`src/pfs_regs.svh`:
```
`ifndef PFS_REGS_SVH
`define PFS_REGS_SVH

////////////////////////////////////////////////////////////////////////////////
// register word indices, byte address is four times the index
`define PFS_IDX_PROT    5'h00
`define PFS_IDX_PEREN   5'h01
`define PFS_IDX_PPMODE  5'h02
`define PFS_IDX_DRIVE   5'h03
`define PFS_IDX_CLOCK_OUTPUT_CONTROL  5'h04
`define PFS_IDX_GPSB    5'h13
`define PFS_IDX_GPSCD   5'h17
`define PFS_IDX_IPS     5'h18

////////////////////////////////////////////////////////////////////////////////
// field positions
`define PFS_B7_BIT      0
`define PFS_B8_BIT      2
`define PFS_B9_BIT      4
`define PFS_C8_BIT      2
`define PFS_C12_BIT     4
`define PFS_D5_BIT      12
`define PFS_PIN_B7      7
`define PFS_PIN_B8      8
`define PFS_PIN_B9      9

////////////////////////////////////////////////////////////////////////////////
// writable bit masks
`define PFS_PROT_MASK   16'h0003
`define PFS_GPSB_MASK   16'h0015
`define PFS_GPSCD_MASK  16'h1014
`define PFS_CLK_PWM     16'h00c0
`define PFS_CLK_MASK    16'h00ff
`define PFS_FULL_MASK   16'hffff

////////////////////////////////////////////////////////////////////////////////
// reset values
`define PFS_PROT_RST    16'h0000
`define PFS_PEREN_RST   16'h0000
`define PFS_PPMODE_RST  16'h0000
`define PFS_DRIVE_RST   16'h0000
`define PFS_CLOCK_OUTPUT_CONTROL_RST  16'h0000
`define PFS_GPSB_RST    16'h0000
`define PFS_GPSCD_RST   16'h0000
`define PFS_IPS_RST     16'h0000

`endif

```
`src/pfs_pkg.sv`:
```
package pfs_pkg;

  typedef logic [15:0] pfs_word_t;

  typedef enum logic [1:0] {
    PFS_PROT_OFF      = 2'b00,
    PFS_PROT_ON       = 2'b01,
    PFS_PROT_OFF_LOCK = 2'b10,
    PFS_PROT_ON_LOCK  = 2'b11
  } pfs_prot_t;

endpackage

```
`src/pfs_route_if.sv`:
```
`timescale 1ns/1ps
// index 0 is port b pin 7, 1 is pin 8, 2 is pin 9
interface pfs_route_if;
  logic [2:0] peren;
  logic [2:0] pp_mode;
  logic [2:0] sel;
  logic [2:0] gpio_out;
  logic [2:0] gpio_dir;
  logic [2:0] pin_in;
  logic       ser0_txd;
  logic       scl_low;
  logic       sda_low;
  logic       can_txd;
  logic [2:0] pin_out;
  logic [2:0] pin_oe_n;
  logic       scl_in;
  logic       sda_in;
  logic       can_rxd;

  modport main (
    output peren, pp_mode, sel, gpio_out, gpio_dir, pin_in,
    output ser0_txd, scl_low, sda_low, can_txd,
    input  pin_out, pin_oe_n, scl_in, sda_in, can_rxd
  );

  modport route (
    input  peren, pp_mode, sel, gpio_out, gpio_dir, pin_in,
    input  ser0_txd, scl_low, sda_low, can_txd,
    output pin_out, pin_oe_n, scl_in, sda_in, can_rxd
  );
endinterface

```
`src/pfs_pin_function_select.sv`:
```
// Added by the designer: the Wishbone register port.
`timescale 1ns/1ps
`include "pfs_regs.svh"
////////////////////////////////////////////////////////////////////////////////
// Notes on behaviour
// - protect field: off, on, off-locked, on-locked
// - protection blocks select, enable, mode, drive writes
// - protection also guards clock-output pwm field
// - enable bit clear gives pin to gpio
// - enable bit set: select field picks function
// - shared function output fans out to pins
// - shared function input ands the inputs of all pins routed to it
// - pin9 select: sda or can receive
// - pin8 select: scl or can transmit
// - pin7 select: serial0 transmit or scl
// - port c/d select at 0x17, zero reset
// - block raises no interrupt requests
// - reset leaves every pin in gpio
////////////////////////////////////////////////////////////////////////////////
module pfs_pin_function_select
  import pfs_pkg::*;
(
  // clock and reset
  input  wire logic        clk_sys_i,
  input  wire logic        resetn_i,
  // wishbone slave
  input  wire logic        wb_cyc_i,
  input  wire logic        wb_stb_i,
  input  wire logic        wb_we_i,
  input  wire logic [6:0]  wb_adr_i,
  input  wire logic [3:0]  wb_sel_i,
  input  wire logic [31:0] wb_dat_i,
  output logic      [31:0] wb_dat_o,
  output logic             wb_ack_o,
  // gpio side for port b pins 7..9
  input  wire logic [2:0]  gpio_out_i,
  input  wire logic [2:0]  gpio_dir_i,
  output logic      [2:0]  gpio_in_o,
  // peripheral side
  input  wire logic        ser0_txd_i,
  input  wire logic        i2c_scl_low_i,
  input  wire logic        i2c_sda_low_i,
  input  wire logic        can_txd_i,
  output logic             i2c_scl_in_o,
  output logic             i2c_sda_in_o,
  output logic             can_rxd_o,
  // pins port b 7..9
  input  wire logic [2:0]  pin_in_i,
  output logic      [2:0]  pin_out_o,
  output logic      [2:0]  pin_oe_n_o,
  // configuration seen by other modules
  output logic      [15:0] drive_strength_o,
  output logic      [15:0] clock_output_control_ctrl_o,
  output logic      [15:0] int_sel_o,
  output logic      [15:0] port_cd_sel_o
);

  pfs_prot_t   prot_r;
  pfs_word_t   peren_r;
  pfs_word_t   ppmode_r;
  pfs_word_t   gpsb_r;
  pfs_word_t   gpscd_r;
  pfs_word_t   ips_r;
  logic        ack_r;
  logic [31:0] dat_r;
  logic        prot_on;
  logic        wr_en;
  logic [4:0]  idx;
  pfs_word_t   be;
  pfs_word_t   dat_nxt;

  pfs_route_if rt ();

  ////////////////////////////////////////////////////////////////////////////////
  // bus decode
  assign idx     = wb_adr_i[6:2];
  assign wr_en   = wb_cyc_i & wb_stb_i & wb_we_i & ~ack_r;
  assign be      = {{8{wb_sel_i[1]}}, {8{wb_sel_i[0]}}};
  assign prot_on = (prot_r == PFS_PROT_ON) | (prot_r == PFS_PROT_ON_LOCK);

  function automatic pfs_word_t merge(input pfs_word_t old, input pfs_word_t nw,
                                      input pfs_word_t en, input pfs_word_t msk);
    merge = (old & ~(en & msk)) | (nw & en & msk);
  endfunction

  always_ff @(posedge clk_sys_i) begin
    if (!resetn_i) begin
      ack_r <= 1'b0;
    end else begin
      ack_r <= wb_cyc_i & wb_stb_i & ~ack_r;
    end
  end

  ////////////////////////////////////////////////////////////////////////////////
  // protection field
  always_ff @(posedge clk_sys_i) begin
    if (!resetn_i) begin
      prot_r <= PFS_PROT_OFF;
    end else if (wr_en && idx == `PFS_IDX_PROT && !prot_r[1] && wb_sel_i[0]) begin
      prot_r <= pfs_prot_t'(wb_dat_i[1:0]);
    end
  end

  ////////////////////////////////////////////////////////////////////////////////
  // guarded registers, a protected write is dropped without error
  always_ff @(posedge clk_sys_i) begin
    if (!resetn_i) begin
      peren_r          <= `PFS_PEREN_RST;
      ppmode_r         <= `PFS_PPMODE_RST;
      drive_strength_o <= `PFS_DRIVE_RST;
      gpsb_r           <= `PFS_GPSB_RST;
      gpscd_r          <= `PFS_GPSCD_RST;
      ips_r            <= `PFS_IPS_RST;
    end else if (wr_en && !prot_on) begin
      case (idx)
        `PFS_IDX_PEREN:  peren_r          <= merge(peren_r, wb_dat_i[15:0], be, `PFS_FULL_MASK);
        `PFS_IDX_PPMODE: ppmode_r         <= merge(ppmode_r, wb_dat_i[15:0], be, `PFS_FULL_MASK);
        `PFS_IDX_DRIVE:  drive_strength_o <= merge(drive_strength_o, wb_dat_i[15:0], be, `PFS_FULL_MASK);
        `PFS_IDX_GPSB:   gpsb_r           <= merge(gpsb_r, wb_dat_i[15:0], be, `PFS_GPSB_MASK);
        `PFS_IDX_GPSCD:  gpscd_r          <= merge(gpscd_r, wb_dat_i[15:0], be, `PFS_GPSCD_MASK);
        `PFS_IDX_IPS:    ips_r            <= merge(ips_r, wb_dat_i[15:0], be, `PFS_FULL_MASK);
        default:         ;
      endcase
    end
  end

  ////////////////////////////////////////////////////////////////////////////////
  // clock output control, pwm field guarded
  always_ff @(posedge clk_sys_i) begin
    if (!resetn_i) begin
      clock_output_control_ctrl_o <= `PFS_CLOCK_OUTPUT_CONTROL_RST;
    end else if (wr_en && idx == `PFS_IDX_CLOCK_OUTPUT_CONTROL) begin
      clock_output_control_ctrl_o <= merge(clock_output_control_ctrl_o, wb_dat_i[15:0], be,
                             prot_on ? (`PFS_CLK_MASK & ~`PFS_CLK_PWM) : `PFS_CLK_MASK);
    end
  end

  assign int_sel_o     = ips_r;
  assign port_cd_sel_o = gpscd_r;

  ////////////////////////////////////////////////////////////////////////////////
  // read data
  always_comb begin
    case (idx)
      `PFS_IDX_PROT:   dat_nxt = {14'h0, prot_r};
      `PFS_IDX_PEREN:  dat_nxt = peren_r;
      `PFS_IDX_PPMODE: dat_nxt = ppmode_r;
      `PFS_IDX_DRIVE:  dat_nxt = drive_strength_o;
      `PFS_IDX_CLOCK_OUTPUT_CONTROL: dat_nxt = clock_output_control_ctrl_o;
      `PFS_IDX_GPSB:   dat_nxt = gpsb_r;
      `PFS_IDX_GPSCD:  dat_nxt = gpscd_r & `PFS_GPSCD_MASK;
      `PFS_IDX_IPS:    dat_nxt = ips_r;
      default:         dat_nxt = 16'h0000;
    endcase
  end

  always_ff @(posedge clk_sys_i) begin
    if (!resetn_i) begin
      dat_r <= 32'h0000_0000;
    end else if (wb_cyc_i && wb_stb_i && !wb_we_i && !ack_r) begin
      dat_r <= {16'h0000, dat_nxt};
    end
  end

  assign wb_ack_o = ack_r;
  assign wb_dat_o = dat_r;

  ////////////////////////////////////////////////////////////////////////////////
  // routing to pins and peripherals
  assign rt.peren    = {peren_r[`PFS_PIN_B9], peren_r[`PFS_PIN_B8], peren_r[`PFS_PIN_B7]};
  assign rt.pp_mode  = {ppmode_r[`PFS_PIN_B9], ppmode_r[`PFS_PIN_B8], ppmode_r[`PFS_PIN_B7]};
  assign rt.sel      = {gpsb_r[`PFS_B9_BIT], gpsb_r[`PFS_B8_BIT], gpsb_r[`PFS_B7_BIT]};
  assign rt.gpio_out = gpio_out_i;
  assign rt.gpio_dir = gpio_dir_i;
  assign rt.pin_in   = pin_in_i;
  assign rt.ser0_txd = ser0_txd_i;
  assign rt.scl_low  = i2c_scl_low_i;
  assign rt.sda_low  = i2c_sda_low_i;
  assign rt.can_txd  = can_txd_i;

  pfs_pin_route u_route (
    .rt (rt.route)
  );

  // registered pin and peripheral side, no event output exists
  always_ff @(posedge clk_sys_i) begin
    if (!resetn_i) begin
      pin_out_o    <= 3'h0;
      pin_oe_n_o   <= 3'h7;
      gpio_in_o    <= 3'h0;
      i2c_scl_in_o <= 1'b1;
      i2c_sda_in_o <= 1'b1;
      can_rxd_o    <= 1'b1;
    end else begin
      pin_out_o    <= rt.pin_out;
      pin_oe_n_o   <= rt.pin_oe_n;
      gpio_in_o    <= pin_in_i;
      i2c_scl_in_o <= rt.scl_in;
      i2c_sda_in_o <= rt.sda_in;
      can_rxd_o    <= rt.can_rxd;
    end
  end

  ////////////////////////////////////////////////////////////////////////////////
  // checks
  // checks start one cycle after reset so no attempt takes reset values as live
  logic chk_run_r;
  logic scl_at_b7;
  logic scl_at_b8;
  logic sda_at_b9;
  logic can_at_b9;

  always_ff @(posedge clk_sys_i) begin
    if (!resetn_i) begin
      chk_run_r <= 1'b0;
    end else begin
      chk_run_r <= 1'b1;
    end
  end

  // routing state of the shared peripheral lines
  assign scl_at_b7 = peren_r[`PFS_PIN_B7] & gpsb_r[`PFS_B7_BIT];
  assign scl_at_b8 = peren_r[`PFS_PIN_B8] & ~gpsb_r[`PFS_B8_BIT];
  assign sda_at_b9 = peren_r[`PFS_PIN_B9] & ~gpsb_r[`PFS_B9_BIT];
  assign can_at_b9 = peren_r[`PFS_PIN_B9] & gpsb_r[`PFS_B9_BIT];
endmodule

```
`src/pfs_pin_route.sv`:
```
`timescale 1ns/1ps
module pfs_pin_route
  import pfs_pkg::*;
(
  pfs_route_if.route rt
);

  logic [2:0] fn_out;
  logic [2:0] fn_drv;

  // peripheral function per pin from its select bit
  always_comb begin
    fn_out    = 3'h0;
    fn_drv    = 3'h0;
    if (rt.sel[0]) begin
      fn_out[0] = 1'b0;
      fn_drv[0] = rt.scl_low;
    end else begin
      fn_out[0] = rt.ser0_txd;
      fn_drv[0] = 1'b1;
    end
    if (rt.sel[1]) begin
      fn_out[1] = rt.can_txd;
      fn_drv[1] = 1'b1;
    end else begin
      fn_out[1] = 1'b0;
      fn_drv[1] = rt.scl_low;
    end
    if (rt.sel[2]) begin
      fn_out[2] = 1'b0;
      fn_drv[2] = 1'b0;
    end else begin
      fn_out[2] = 1'b0;
      fn_drv[2] = rt.sda_low;
    end
  end

  genvar i;
  generate
    for (i = 0; i < 3; i++) begin : g_pin
      logic gpio_drv;
      assign gpio_drv       = rt.gpio_dir[i] & (rt.pp_mode[i] | ~rt.gpio_out[i]);
      assign rt.pin_out[i]  = rt.peren[i] ? fn_out[i] : rt.gpio_out[i];
      assign rt.pin_oe_n[i] = rt.peren[i] ? ~fn_drv[i] : ~gpio_drv;
    end
  endgenerate

  // wired-and of every pin routed to the same open-drain input
  assign rt.scl_in  = ((rt.peren[0] & rt.sel[0]) ? rt.pin_in[0] : 1'b1) &
                      ((rt.peren[1] & ~rt.sel[1]) ? rt.pin_in[1] : 1'b1);
  assign rt.sda_in  = (rt.peren[2] & ~rt.sel[2]) ? rt.pin_in[2] : 1'b1;
  assign rt.can_rxd = (rt.peren[2] & rt.sel[2]) ? rt.pin_in[2] : 1'b1;

endmodule

```
`config.mk`:
```
export PLATFORM = sky130hd
export DESIGN_NAME = pfs_pin_function_select
export DESIGN_NICKNAME = d
export VERILOG_FILES = /design/src/pfs_pkg.sv /design/src/pfs_route_if.sv /design/src/pfs_pin_function_select.sv /design/src/pfs_pin_route.sv
export VERILOG_INCLUDE_DIRS = /design/src
export SDC_FILE = /design/constraint.sdc
export NUM_CORES = 1
export LEC_CHECK = 0
export ABC_AREA = 1
export BUFFER_PORTS_ARGS = -buffer_cell sky130_fd_sc_hd__buf_2
export CORE_MARGIN = 2
export CORE_UTILIZATION = 30
export CTS_CLUSTER_SIZE = 20
export DETAILED_ROUTE_END_ITERATION = 12
export PLACE_DENSITY_LB_ADDON = 0.12
export SETUP_SLACK_MARGIN = 0.05
export SLEW_MARGIN = 25
export SYNTH_ARGS = -nofsm -noshare
export SYNTH_HDL_FRONTEND = slang
export SYNTH_SLANG_ARGS = --single-unit
```
`constraint.sdc`:
```
create_clock -name clk_sys_i -period 1.6 [get_ports clk_sys_i]
set_input_delay 0.16 -clock clk_sys_i [delete_from_list [all_inputs] [get_ports clk_sys_i]]
set_output_delay 0.16 -clock clk_sys_i [all_outputs]
set_load 0.02 [all_outputs]
```
# Word level (Yosys, flattened, before mapping)
# Cells that the tools add are included.
# W data, S select, Z words.
[word_totals]
in_bits = 61
out_inout_bits = 109
regBits = 143
[classes]
muxes = 14
eq_ne = 9
bitwise = 50
reduce_logical = 22
[op_table]
columns = ["cell", "count"]
rows = [
  ["$and A16 B16 Y16", 8],
  ["$pmux W16 S8", 1],
  ["$or A16 B16 Y16", 5],
  ["$and A16 B8 Y16", 2],
  ["$not A16 Y16", 2],
  ["$not A13 Y16", 1],
  ["$not A5 Y16", 1],
  ["$or A16 B13 Y16", 1],
  ["$or A16 B5 Y16", 1],
  ["$reduce_and A2 Y1", 8],
  ["$eq A5 B5 Y1 const B", 3],
  ["$not A1 Y1", 13],
  ["$and A1 B1 Y1", 12],
  ["$mux W1", 12],
  ["$eq A5 B2 Y1 const B", 2],
  ["$logic_and A1 B1 Y1", 8],
  ["$mux W8", 1],
  ["$eq A5 B1 Y1 const B", 1],
  ["$eq A5 B3 Y1 const B", 1],
  ["$logic_not A5 Y1", 1],
  ["$logic_not A1 Y1", 4],
  ["$or A1 B1 Y1", 4],
  ["$eq A2 B1 Y1 const B", 1],
  ["$eq A2 B2 Y1 const B", 1],
  ["$reduce_or A2 Y1", 1],
]

# Logic depth before layout (Yosys ltp)
# Gate-level depths: netlist (run 1).
[logic_depth]
depth_word = 7
depth_mapped = 10
depth_no_buf = 9

# By module
# From an unflattened synthesis (run 1), not the netlist that was laid out.
[unflattened]
hier_cells = 705
area_unflattened_um2 = 5154.9
[by_module_without_submodules]
columns = ["module", "area_each_um2", "n_inst", "cells_per_inst"]
rows = [
  ["pfs_pin_function_select", 4984.8, 1, 667],
  ["pfs_pin_route", 170.2, 1, 38],
]

# Worst setup path before layout (run 1)
# Ideal clock, no wire load.
[synth_timing]
kind = "reg-to-reg"
start = "register ack_r, in the netlist wb_ack_o"
end = "register (tool-made name)"
required_ps = 1477
path_slack_ps = 78
t_arrival_ps = 1398
synth_period_minus_slack_ps = 1522
stages_incl_launch_ff = 8
cell_sequence = "dfxtp_1 -> inv_1 -> nand4_1 -> nor2_1 -> buf_2 -> nand3_1 -> o21ai_0 -> a21oi_1"
[synth_lines]
columns = ["element", "line_no", "text"]
rows = [
  ["from (decl)", "pfs_pin_function_select.sv:64", "logic ack_r;"],
  ["from (signal assigned)", "pfs_pin_function_select.sv:90", "ack_r <= wb_cyc_i & wb_stb_i & ~ack_r;"],
]

==> summary.md, run 1 <==
| Metric | Value |
|---|---|
| Run status | `finished with violations` |
| Violated checks | `setup timing` |
| Critical path capture point type | `flop` |
| Kind of start point of the critical path | `flop` |
| Power density of the placed cells | `844 nW/µm²` |
| Setup repair after global routing missed its margin | `yes` |
| Die span in y | `133 µm` |
| Final Critical Period | `1.60 ns` |
| Vias in the first global route | `about 4700` |
| Cells after synthesis | `between 600 and 700` |
| Later-pin clock latency in the skew report | `0.36 ns` |
| Die X-Extent | `133 µm` |
| Global-route wire length before repair | `26000 µm` |
| Reported leakage power | `~2.9 nW` |
| Seq/Total Area, Yosys | `0.439` |
| Row cnt | `47` |
| Die Area | `17600 µm²` |
| Endpoint required time on the critical path | `1.85 ns` |
| Hold crit path type | `primary input to flop` |
| Wire length reported by the detailed router | `17200 µm` |
| Number of antenna violations at the first check in global routing | `0` |
| Core Region | `16400 µm²` |
| Average routed wire per standard cell | `approximately 16 µm` |
| Final Slew Violations | `0` |
| Total congestion overflow after global routing | `0` |
| Most common cell after layout, fill and taps aside | `sky130_fd_sc_hd__buf_2` |
| Number of distinct library cell variants in the gate-level netlist after synthesis | `28` |
| Register bit total from synthesis | `109` |
| Clock tree from TritonCTS | `yes` |
| CP arrival | `1.85 ns` |
| Portion of the clock cycle consumed by the worst path in the final layout | `1.00` |
| Netlist area before placement | `4970 µm²` |
| MaxCap Viol Count | `0` |
| Worst setup path start | `wb_ack_o` |
| Number of DRC violations after detailed routing | `0` |
| Number of buffers between clock root and the deepest sink | `2` |
| Worst max-slew margin expressed relative to the limit | `0.667` |
| Layout net count | `approximately 890` |
| Fmax achieved | `624 MHz` |
| Final Hold Viols | `0` |
| Hold path depth | `3` |
| Highest-count cells in the layout ignoring fill and taps | `sky130_fd_sc_hd__buf_2 (113), sky130_fd_sc_hd__nor2_1 (110), sky130_fd_sc_hd__dfxtp_1 (108)` |
| Layout area overhead | `32.3%` |
| Post-DP Area | `5920 µm²` |
| Layout Utilization | `0.401` |
| IO Port Bufs | `112` |
| Pin slew with the least headroom to its limit | `0.499 ns` |
| Aggregate global-route resource usage | `0.191` |
| Antenna viol nets, final | `0` |
| Effective utilization at floorplan | `0.303` |
| Via/cell ratio | `4.78` |
| Post-detailed-placement half-perimeter wirelength | `12500 µm` |
| Yosys warning count | `0` |
| Maximum fanout count along the critical path | `7` |
| Final number of setup-violating endpoints | `1` |
| Pin count of the biggest net entering global routing | `75` |
| Post-route cell area | `6580 µm²` |
| Class of the most critical setup path | `flop to flop` |
| Fin Hold WS | `0.00700 ns` |
| Worst vdd ir | `503 µV` |
| Clock transition at path regs | `0.08 ns` |
| Number of buffers inserted during clock tree synthesis | `9` |
| Final setup skew | `between 0.01 and 0.015 ns` |
| Root Buffer | `sky130_fd_sc_hd__clkbuf_16` |
| Startpoint of the lowest-slack hold path | `pin_in_i[0]` |
| PnR Total Power | `5.56 mW` |
| Ratio of cells with drive above 1 in the final layout | `0.305` |
| Avg Synthesized Cell Area | `7.29 µm²` |
| Total I/O pin count | `170` |
| Routed via count | `5048` |
| Number of antenna repair diodes | `0` |
| Final RePlAce weighted congestion | `0.830` |
| Detailed Routing Iterations Pass 1 | `4` |
| Drt first-iter violations | `248` |
| Post-route setup slack | `-0.00311 ns` |
| Sink Count | `approximately 110` |
| Launching point of the worst reg2reg path | `wb_ack_o` |
| Max H-tree Level | `3` |
| Number of cells on the worst reg-to-reg path | `10` |
cell type report:
class | count | area, µm²
tap | 220 | 275
clock inverter | 3 | 46.3
fill | 1756 | 9820
sequential | 109 | 2180
timing repair buffer | 172 | 1090
clock buffer | 12 | 246
inverter | 46 | 176
multi-input combinational | 495 | 2570
metrics by stage:
step                      worst slack (ns)  std cells  setup TNS (ns)
after global routing               -0.0504       1057          -0.904
final                             -0.00311       1057        -0.00311
after global placement              0.0289       1029               0
after floorplan                     0.0785        718               0
after CTS                         0.000778       1048               0
after detailed placement           -0.0594       1029          -0.163
what timing repair did:
item / in CTS / in global routing
hold buffers: 3 / 0
endpoints found under the setup margin: 42 / 87
endpoints found under the hold margin: 3 / 0
gates cloned: 0 / 2
pin swaps: 1 / 35
gates resized for setup: 6 / 111
setup buffers: 1 / 7
synthesized netlist by cell type (all sizes together):
library cell  instances  area [µm²]
o221ai                1        8.76
clkinv                1        3.75
nand3                51         275
nand2                72         273
clkbuf               17        63.8
nand4                29         181
nor3                  4        41.3
o211a                 1        10.0
nor2                129         522
nor3b                 1        7.51
a211oi                8        60.1
o22ai                 1        6.26
inv                  45         169
buf                  52         357
o21bai                4        30.0
a21oi                63         315
conb                  1        3.75
o21ai                93         465
dfxtp               109        2180
layer usage:
layer  vias to the layer above  global-route usage  wire length [µm]  share of wire
li1                       2526                   -                 -              -
met1                      2369               0.259              8100           0.47
met2                       136               0.312              8030           0.47
met3                        17              0.0356               839          0.049
met4                         0              0.0496               240          0.014
met5                         -                   0                 0              0
power by group:
group | internal [mW] | switching, mW
Clock | 1.25 | 1.03
Sequential | 2.73 | 0.00605
Combinational | 0.157 | 0.384
Total | 4.14 | 1.42
path summary, 6_finish.rpt:
check                                     to  slack, ns
worst max-delay path                    flop     -0.003
worst min-delay path            gpio_in_o[0]      0.007
worst max register to register          flop     -0.003
worst min register to register   wb_dat_o[0]       0.46
critical path, cell delays in order, from the launching register on:
cell and delay, ns:
sky130_fd_sc_hd__dfxtp_2 0.32, sky130_fd_sc_hd__inv_2 0.05, sky130_fd_sc_hd__nand4_1 0.20, sky130_fd_sc_hd__buf_4 0.22
sky130_fd_sc_hd__inv_2 0.04, sky130_fd_sc_hd__nand2_2 0.05, sky130_fd_sc_hd__buf_6 0.13, sky130_fd_sc_hd__nor2_4 0.16
sky130_fd_sc_hd__inv_2 0.10, sky130_fd_sc_hd__o21ai_0 0.15, sky130_fd_sc_hd__a21oi_1 0.05
logic make-up (layout without fill, tap and decap cells):
kind of cell,count (synthesis),after routing,share of synthesized area
simple gates,286,287,0.261
other cells,1,37,0.000754
compound gates,171,171,0.180
flops,109,109,0.439
buf+inv,115,233,0.119
No activity file was read; power rests on OpenSTA's default activity.
==> run 2, diff against run 1 <==
--- a/config.mk
+++ b/config.mk
@@ -6,7 +6,6 @@
 export SDC_FILE = /design/constraint.sdc
 export NUM_CORES = 1
 export LEC_CHECK = 0
-export ABC_AREA = 1
 export BUFFER_PORTS_ARGS = -buffer_cell sky130_fd_sc_hd__buf_2
 export CORE_MARGIN = 2
 export CORE_UTILIZATION = 30
==> run 2 against run 1 <==
Net effect:
- the flow now finishes without violations
- non-clock buffer count is 17 lower
- combinational power decreased by 19%
- clock power about the same
- clock-buffer cell count down 1
- sequential share of layout area increased by 2.0 points
- core utilization down 2.1 points
- register-to-register slack better by 0.07 ns
- power is 1.6% lower
- routed wire length is 19% lower
==> summary.md, run 2 <==
| Metric | Value |
|---|---|
| Critical Path, Cell by Cell | `and3b_2 -> and4b_2 -> and3_4 -> mux2i_1` |
| MaxCap Viol Count | `0 (unchanged)` |
| Clock tree from TritonCTS | `yes` |
| Class of the most critical setup path | `flop to flop` |
| Buf/Inv on CP | `0 (-5)` |
| Hold path depth | `3 (unchanged)` |
| Sink Count | `109 (unchanged)` |
| Setup repair after global routing missed its margin | `yes` |
| Total I/O pin count | `170 (unchanged)` |
| Avg Synthesized Cell Area | `9.51 µm² (+30%)` |
| Vias in the first global route | `4012 (-15%)` |
| Cell count after placement | `865 (-16%)` |
| Number of buffers between clock root and the deepest sink | `2 (unchanged)` |
| Aggregate global-route resource usage | `0.160 (-0.0304)` |
| Post-detailed-placement half-perimeter wirelength | `10400 µm (-17%)` |
| Detailed Routing Iterations Pass 1 | `4 (unchanged)` |
| Ranking of synthesized cells by area | `sky130_fd_sc_hd__dfxtp_1 (44%), sky130_fd_sc_hd__mux2i_1 (19%), sky130_fd_sc_hd__nand2_1 (8.8%)` |
| Arithmetic-cell share of the synthesized area counting full adders, half adders and majority gates | `0 (unchanged)` |
| Later-pin clock latency in the skew report | `0.35 ns (about the same)` |
| Maximum fanout count along the critical path | `8 (+1)` |
| Clock transition at path regs | `0.08 ns (about the same)` |
| Endpoint required time on the critical path | `1.88 ns (+0.03 ns)` |
| Die Area | `17600 µm² (-0.23%)` |
| CP arrival | `1.81 ns (-0.04 ns)` |
| Synth Flop Type | `sky130_fd_sc_hd__dfxtp_1` |
| Register bit total from synthesis | `109 (unchanged)` |
| Xor and xnor fraction of the mapped netlist area | `0 (unchanged)` |
| Cells after synthesis | `522 (-23%)` |
| Number of standard cells in the layout, taps in and fillers out | `881 (-17%)` |
| Layout Utilization | `0.380 (-0.0211)` |
| Post-synthesis compound-gate area fraction | `0.0776 (-0.102)` |
| Most common cell after layout, fill and taps aside | `sky130_fd_sc_hd__nand2_1` |
| Commonest cells post-synth | `sky130_fd_sc_hd__nand2_1 (116), sky130_fd_sc_hd__dfxtp_1 (109), sky130_fd_sc_hd__mux2i_1 (95), sky130_fd_sc_hd__buf_4 (39), sky130_fd_sc_hd__clkbuf_1 (15)` |
| EDFF count, synth | `0 (unchanged)` |
| Final number of setup-violating endpoints | `0 (-1)` |
| Number of cells on the worst reg-to-reg path | `4 (-6)` |
| Portion of the clock cycle consumed by the worst path in the final layout | `0.956 (-0.0464)` |
| Final setup skew | `0.00684 ns (-0.00377 ns)` |
| Slowest stage cell on the critical path | `sky130_fd_sc_hd__dfxtp_4` |
| Number of gates on the worst path with buffers counted | `4 (-6)` |
| Drt first-iter violations | `173 (-30%)` |
| Most repeated cell in the gate-level netlist after synthesis | `sky130_fd_sc_hd__nand2_1` |
| Antenna viol nets, final | `0 (unchanged)` |
| Power density of the placed cells | `880 nW/µm² (+4.3%)` |
| Total congestion overflow after global routing | `0 (unchanged)` |
| Most Crowded Layer GR | `met2` |
| Seq/Total Area, Yosys | `0.440 (+0.000995)` |
| Layout net count | `718 (-20%)` |
| Final Slew Violations | `0 (unchanged)` |
| CP delay by family, top | `simple AND/OR/NAND/NOR gates` |
| Die X-Extent | `133 µm (-0.11%)` |
| Number of antenna repair diodes | `0 (unchanged)` |
| GRT met1 Usage | `0.215 (-0.0436)` |
| Final Critical Period | `1.53 ns (-0.0743 ns)` |
| Yosys warning count | `0 (unchanged)` |
| Netlist area before placement | `4960 µm² (-0.23%)` |
| Post-route setup slack | `0.0712 ns (+0.0743 ns)` |
| Hold crit path type | `primary input to flop` |
| Number of DRC violations after detailed routing | `0 (unchanged)` |
| Dominant combinational cell family by area after synthesis | `multiplexers` |
| Average routed wire per standard cell | `15.8 µm (-2.8%)` |
| Layout area overhead | `25.2%` |
| Critical path's largest stage delay | `0.34 ns (+0.02 ns)` |
| Core Region | `16300 µm² (-0.36%)` |
| Kind of start point of the critical path | `flop` |
| Top cell type's share of synthesized area | `0.440 (+0.000995)` |
| Number of distinct library cell variants in the gate-level netlist after synthesis | `51 (+82%)` |
| Final Hold Viols | `0 (unchanged)` |
| Pin count of the biggest net entering global routing | `64 (-15%)` |
| Global-route wire length before repair | `22100 µm (-15%)` |
| Die span in y | `133 µm (-0.11%)` |
| Reported leakage power | `2.99 nW (+3.4%)` |
| Via/cell ratio | `4.59 (-3.8%)` |
| Number of antenna violations at the first check in global routing | `0 (unchanged)` |
| Row cnt | `47 (unchanged)` |
| Most area-hungry cell type in the Yosys netlist | `sky130_fd_sc_hd__dfxtp_1` |
| Simple-Gate Fraction of Synth Area | `0.186 (-0.0755)` |
| Number of buffers inserted during clock tree synthesis | `9 (unchanged)` |
| IO Port Bufs | `112 (unchanged)` |
| Mux contribution to synthesized area | `0.201 (+0.201)` |
| Ratio of cells with drive above 1 in the final layout | `0.297 (-0.00814)` |
| Run status | `complete, no violations` |
| Routed via count | `4046 (-20%)` |
| Worst vdd ir | `553 µV (+10%)` |
| Async set-reset flop share out of synthesis | `0 (unchanged)` |
| Met2 track demand over resource in global routing | `0.262 (-0.0504)` |
| Wire length reported by the detailed router | `13900 µm (-19%)` |
| Setup slack after placement | `-0.101 ns (-0.0416 ns)` |
| Fmax achieved | `654 MHz (+4.9%)` |
| Fillers | `1721 (-2.0%)` |
| Fin Hold WS | `0.0264 ns (+0.0195 ns)` |
| Fraction of met3 tracks used by global routing | `0.0284 (-0.00728)` |
| Highest-count cells in the layout ignoring fill and taps | `sky130_fd_sc_hd__nand2_1 (115), sky130_fd_sc_hd__buf_2 (111), sky130_fd_sc_hd__dfxtp_1 (107)` |
| Final RePlAce weighted congestion | `0.783 (-5.7%)` |
| Critical path capture point type | `flop` |
| Effective utilization at floorplan | `0.304 (+0.000402)` |
| Max H-tree Level | `3 (unchanged)` |
| Root Buffer | `sky130_fd_sc_hd__clkbuf_16` |
==> run 2: where the power goes <==
group	internal (mW)	total, mW	switching, mW
sequential	2.72	2.73	0.00410
combinational	0.141	0.440	0.299
clock	1.29	2.30	1.01
==> run 2: layout make-up <==
class	instances	area (µm²)	share of cell area
Multi-Input combinational cell	371	2490	0.401
Sequential cell	109	2190	0.352
Timing Repair Buffer	155	923	0.149
Tap cell	220	275	0.0443
Clock buffer	11	253	0.0407
Clock inverter	4	46.3	0.00745
Inverter	11	41.3	0.00664
==> run 2: metal layers <==
metal  part of all wire  wire [µm]
met1               0.47       6590
met2               0.47       6550
met3              0.045        628
met4              0.012        170
met5                  0          0
==> run 2: worst paths after layout <==
path	startpoint	end	slack, ns
hold / removal	pin_in_i[2]	can_rxd_o	0.03
setup / recovery	wb_ack_o	flop	0.07
setup reg to reg	wb_ack_o	flop	0.07
hold reg to reg	wb_dat_o[11]	wb_dat_o[11]	0.45
==> run 2: cells by family after synthesis <==
logic type / count (synthesis)
simple gates: 182
buf+inv: 78
flops: 109
compound gates: 54
other cells: 1
mux: 98
==> run 2: worst register-to-register path, delay by kind of cell, from the launching register on <==
family,cells,cell delay [ns]
AND/OR/NAND/NOR,3,0.90
flip-flops,1,0.34
multiplexers,1,0.22
==> run 2: stage by stage <==
stage                     cell area, µm²  power [mW]  setup TNS, ns
after global placement              5870        3.22         -0.354
after detailed placement            5870        3.23          -1.03
after CTS                           6200        5.54              0
after global routing                6220        5.67              0
after floorplan                     5140        3.13              0
final                               6220        5.47              0
==> run 2: timing repair <==
| item | 4_1_cts | 5_1_grt |
|---|---|---|
| hold buffers | 0 | 0 |
| gates resized for setup | 8 | 3 |
| endpoints found under the setup margin | 34 | 46 |
| setup buffers | 0 | 1 |
| pin swaps | 3 | 4 |
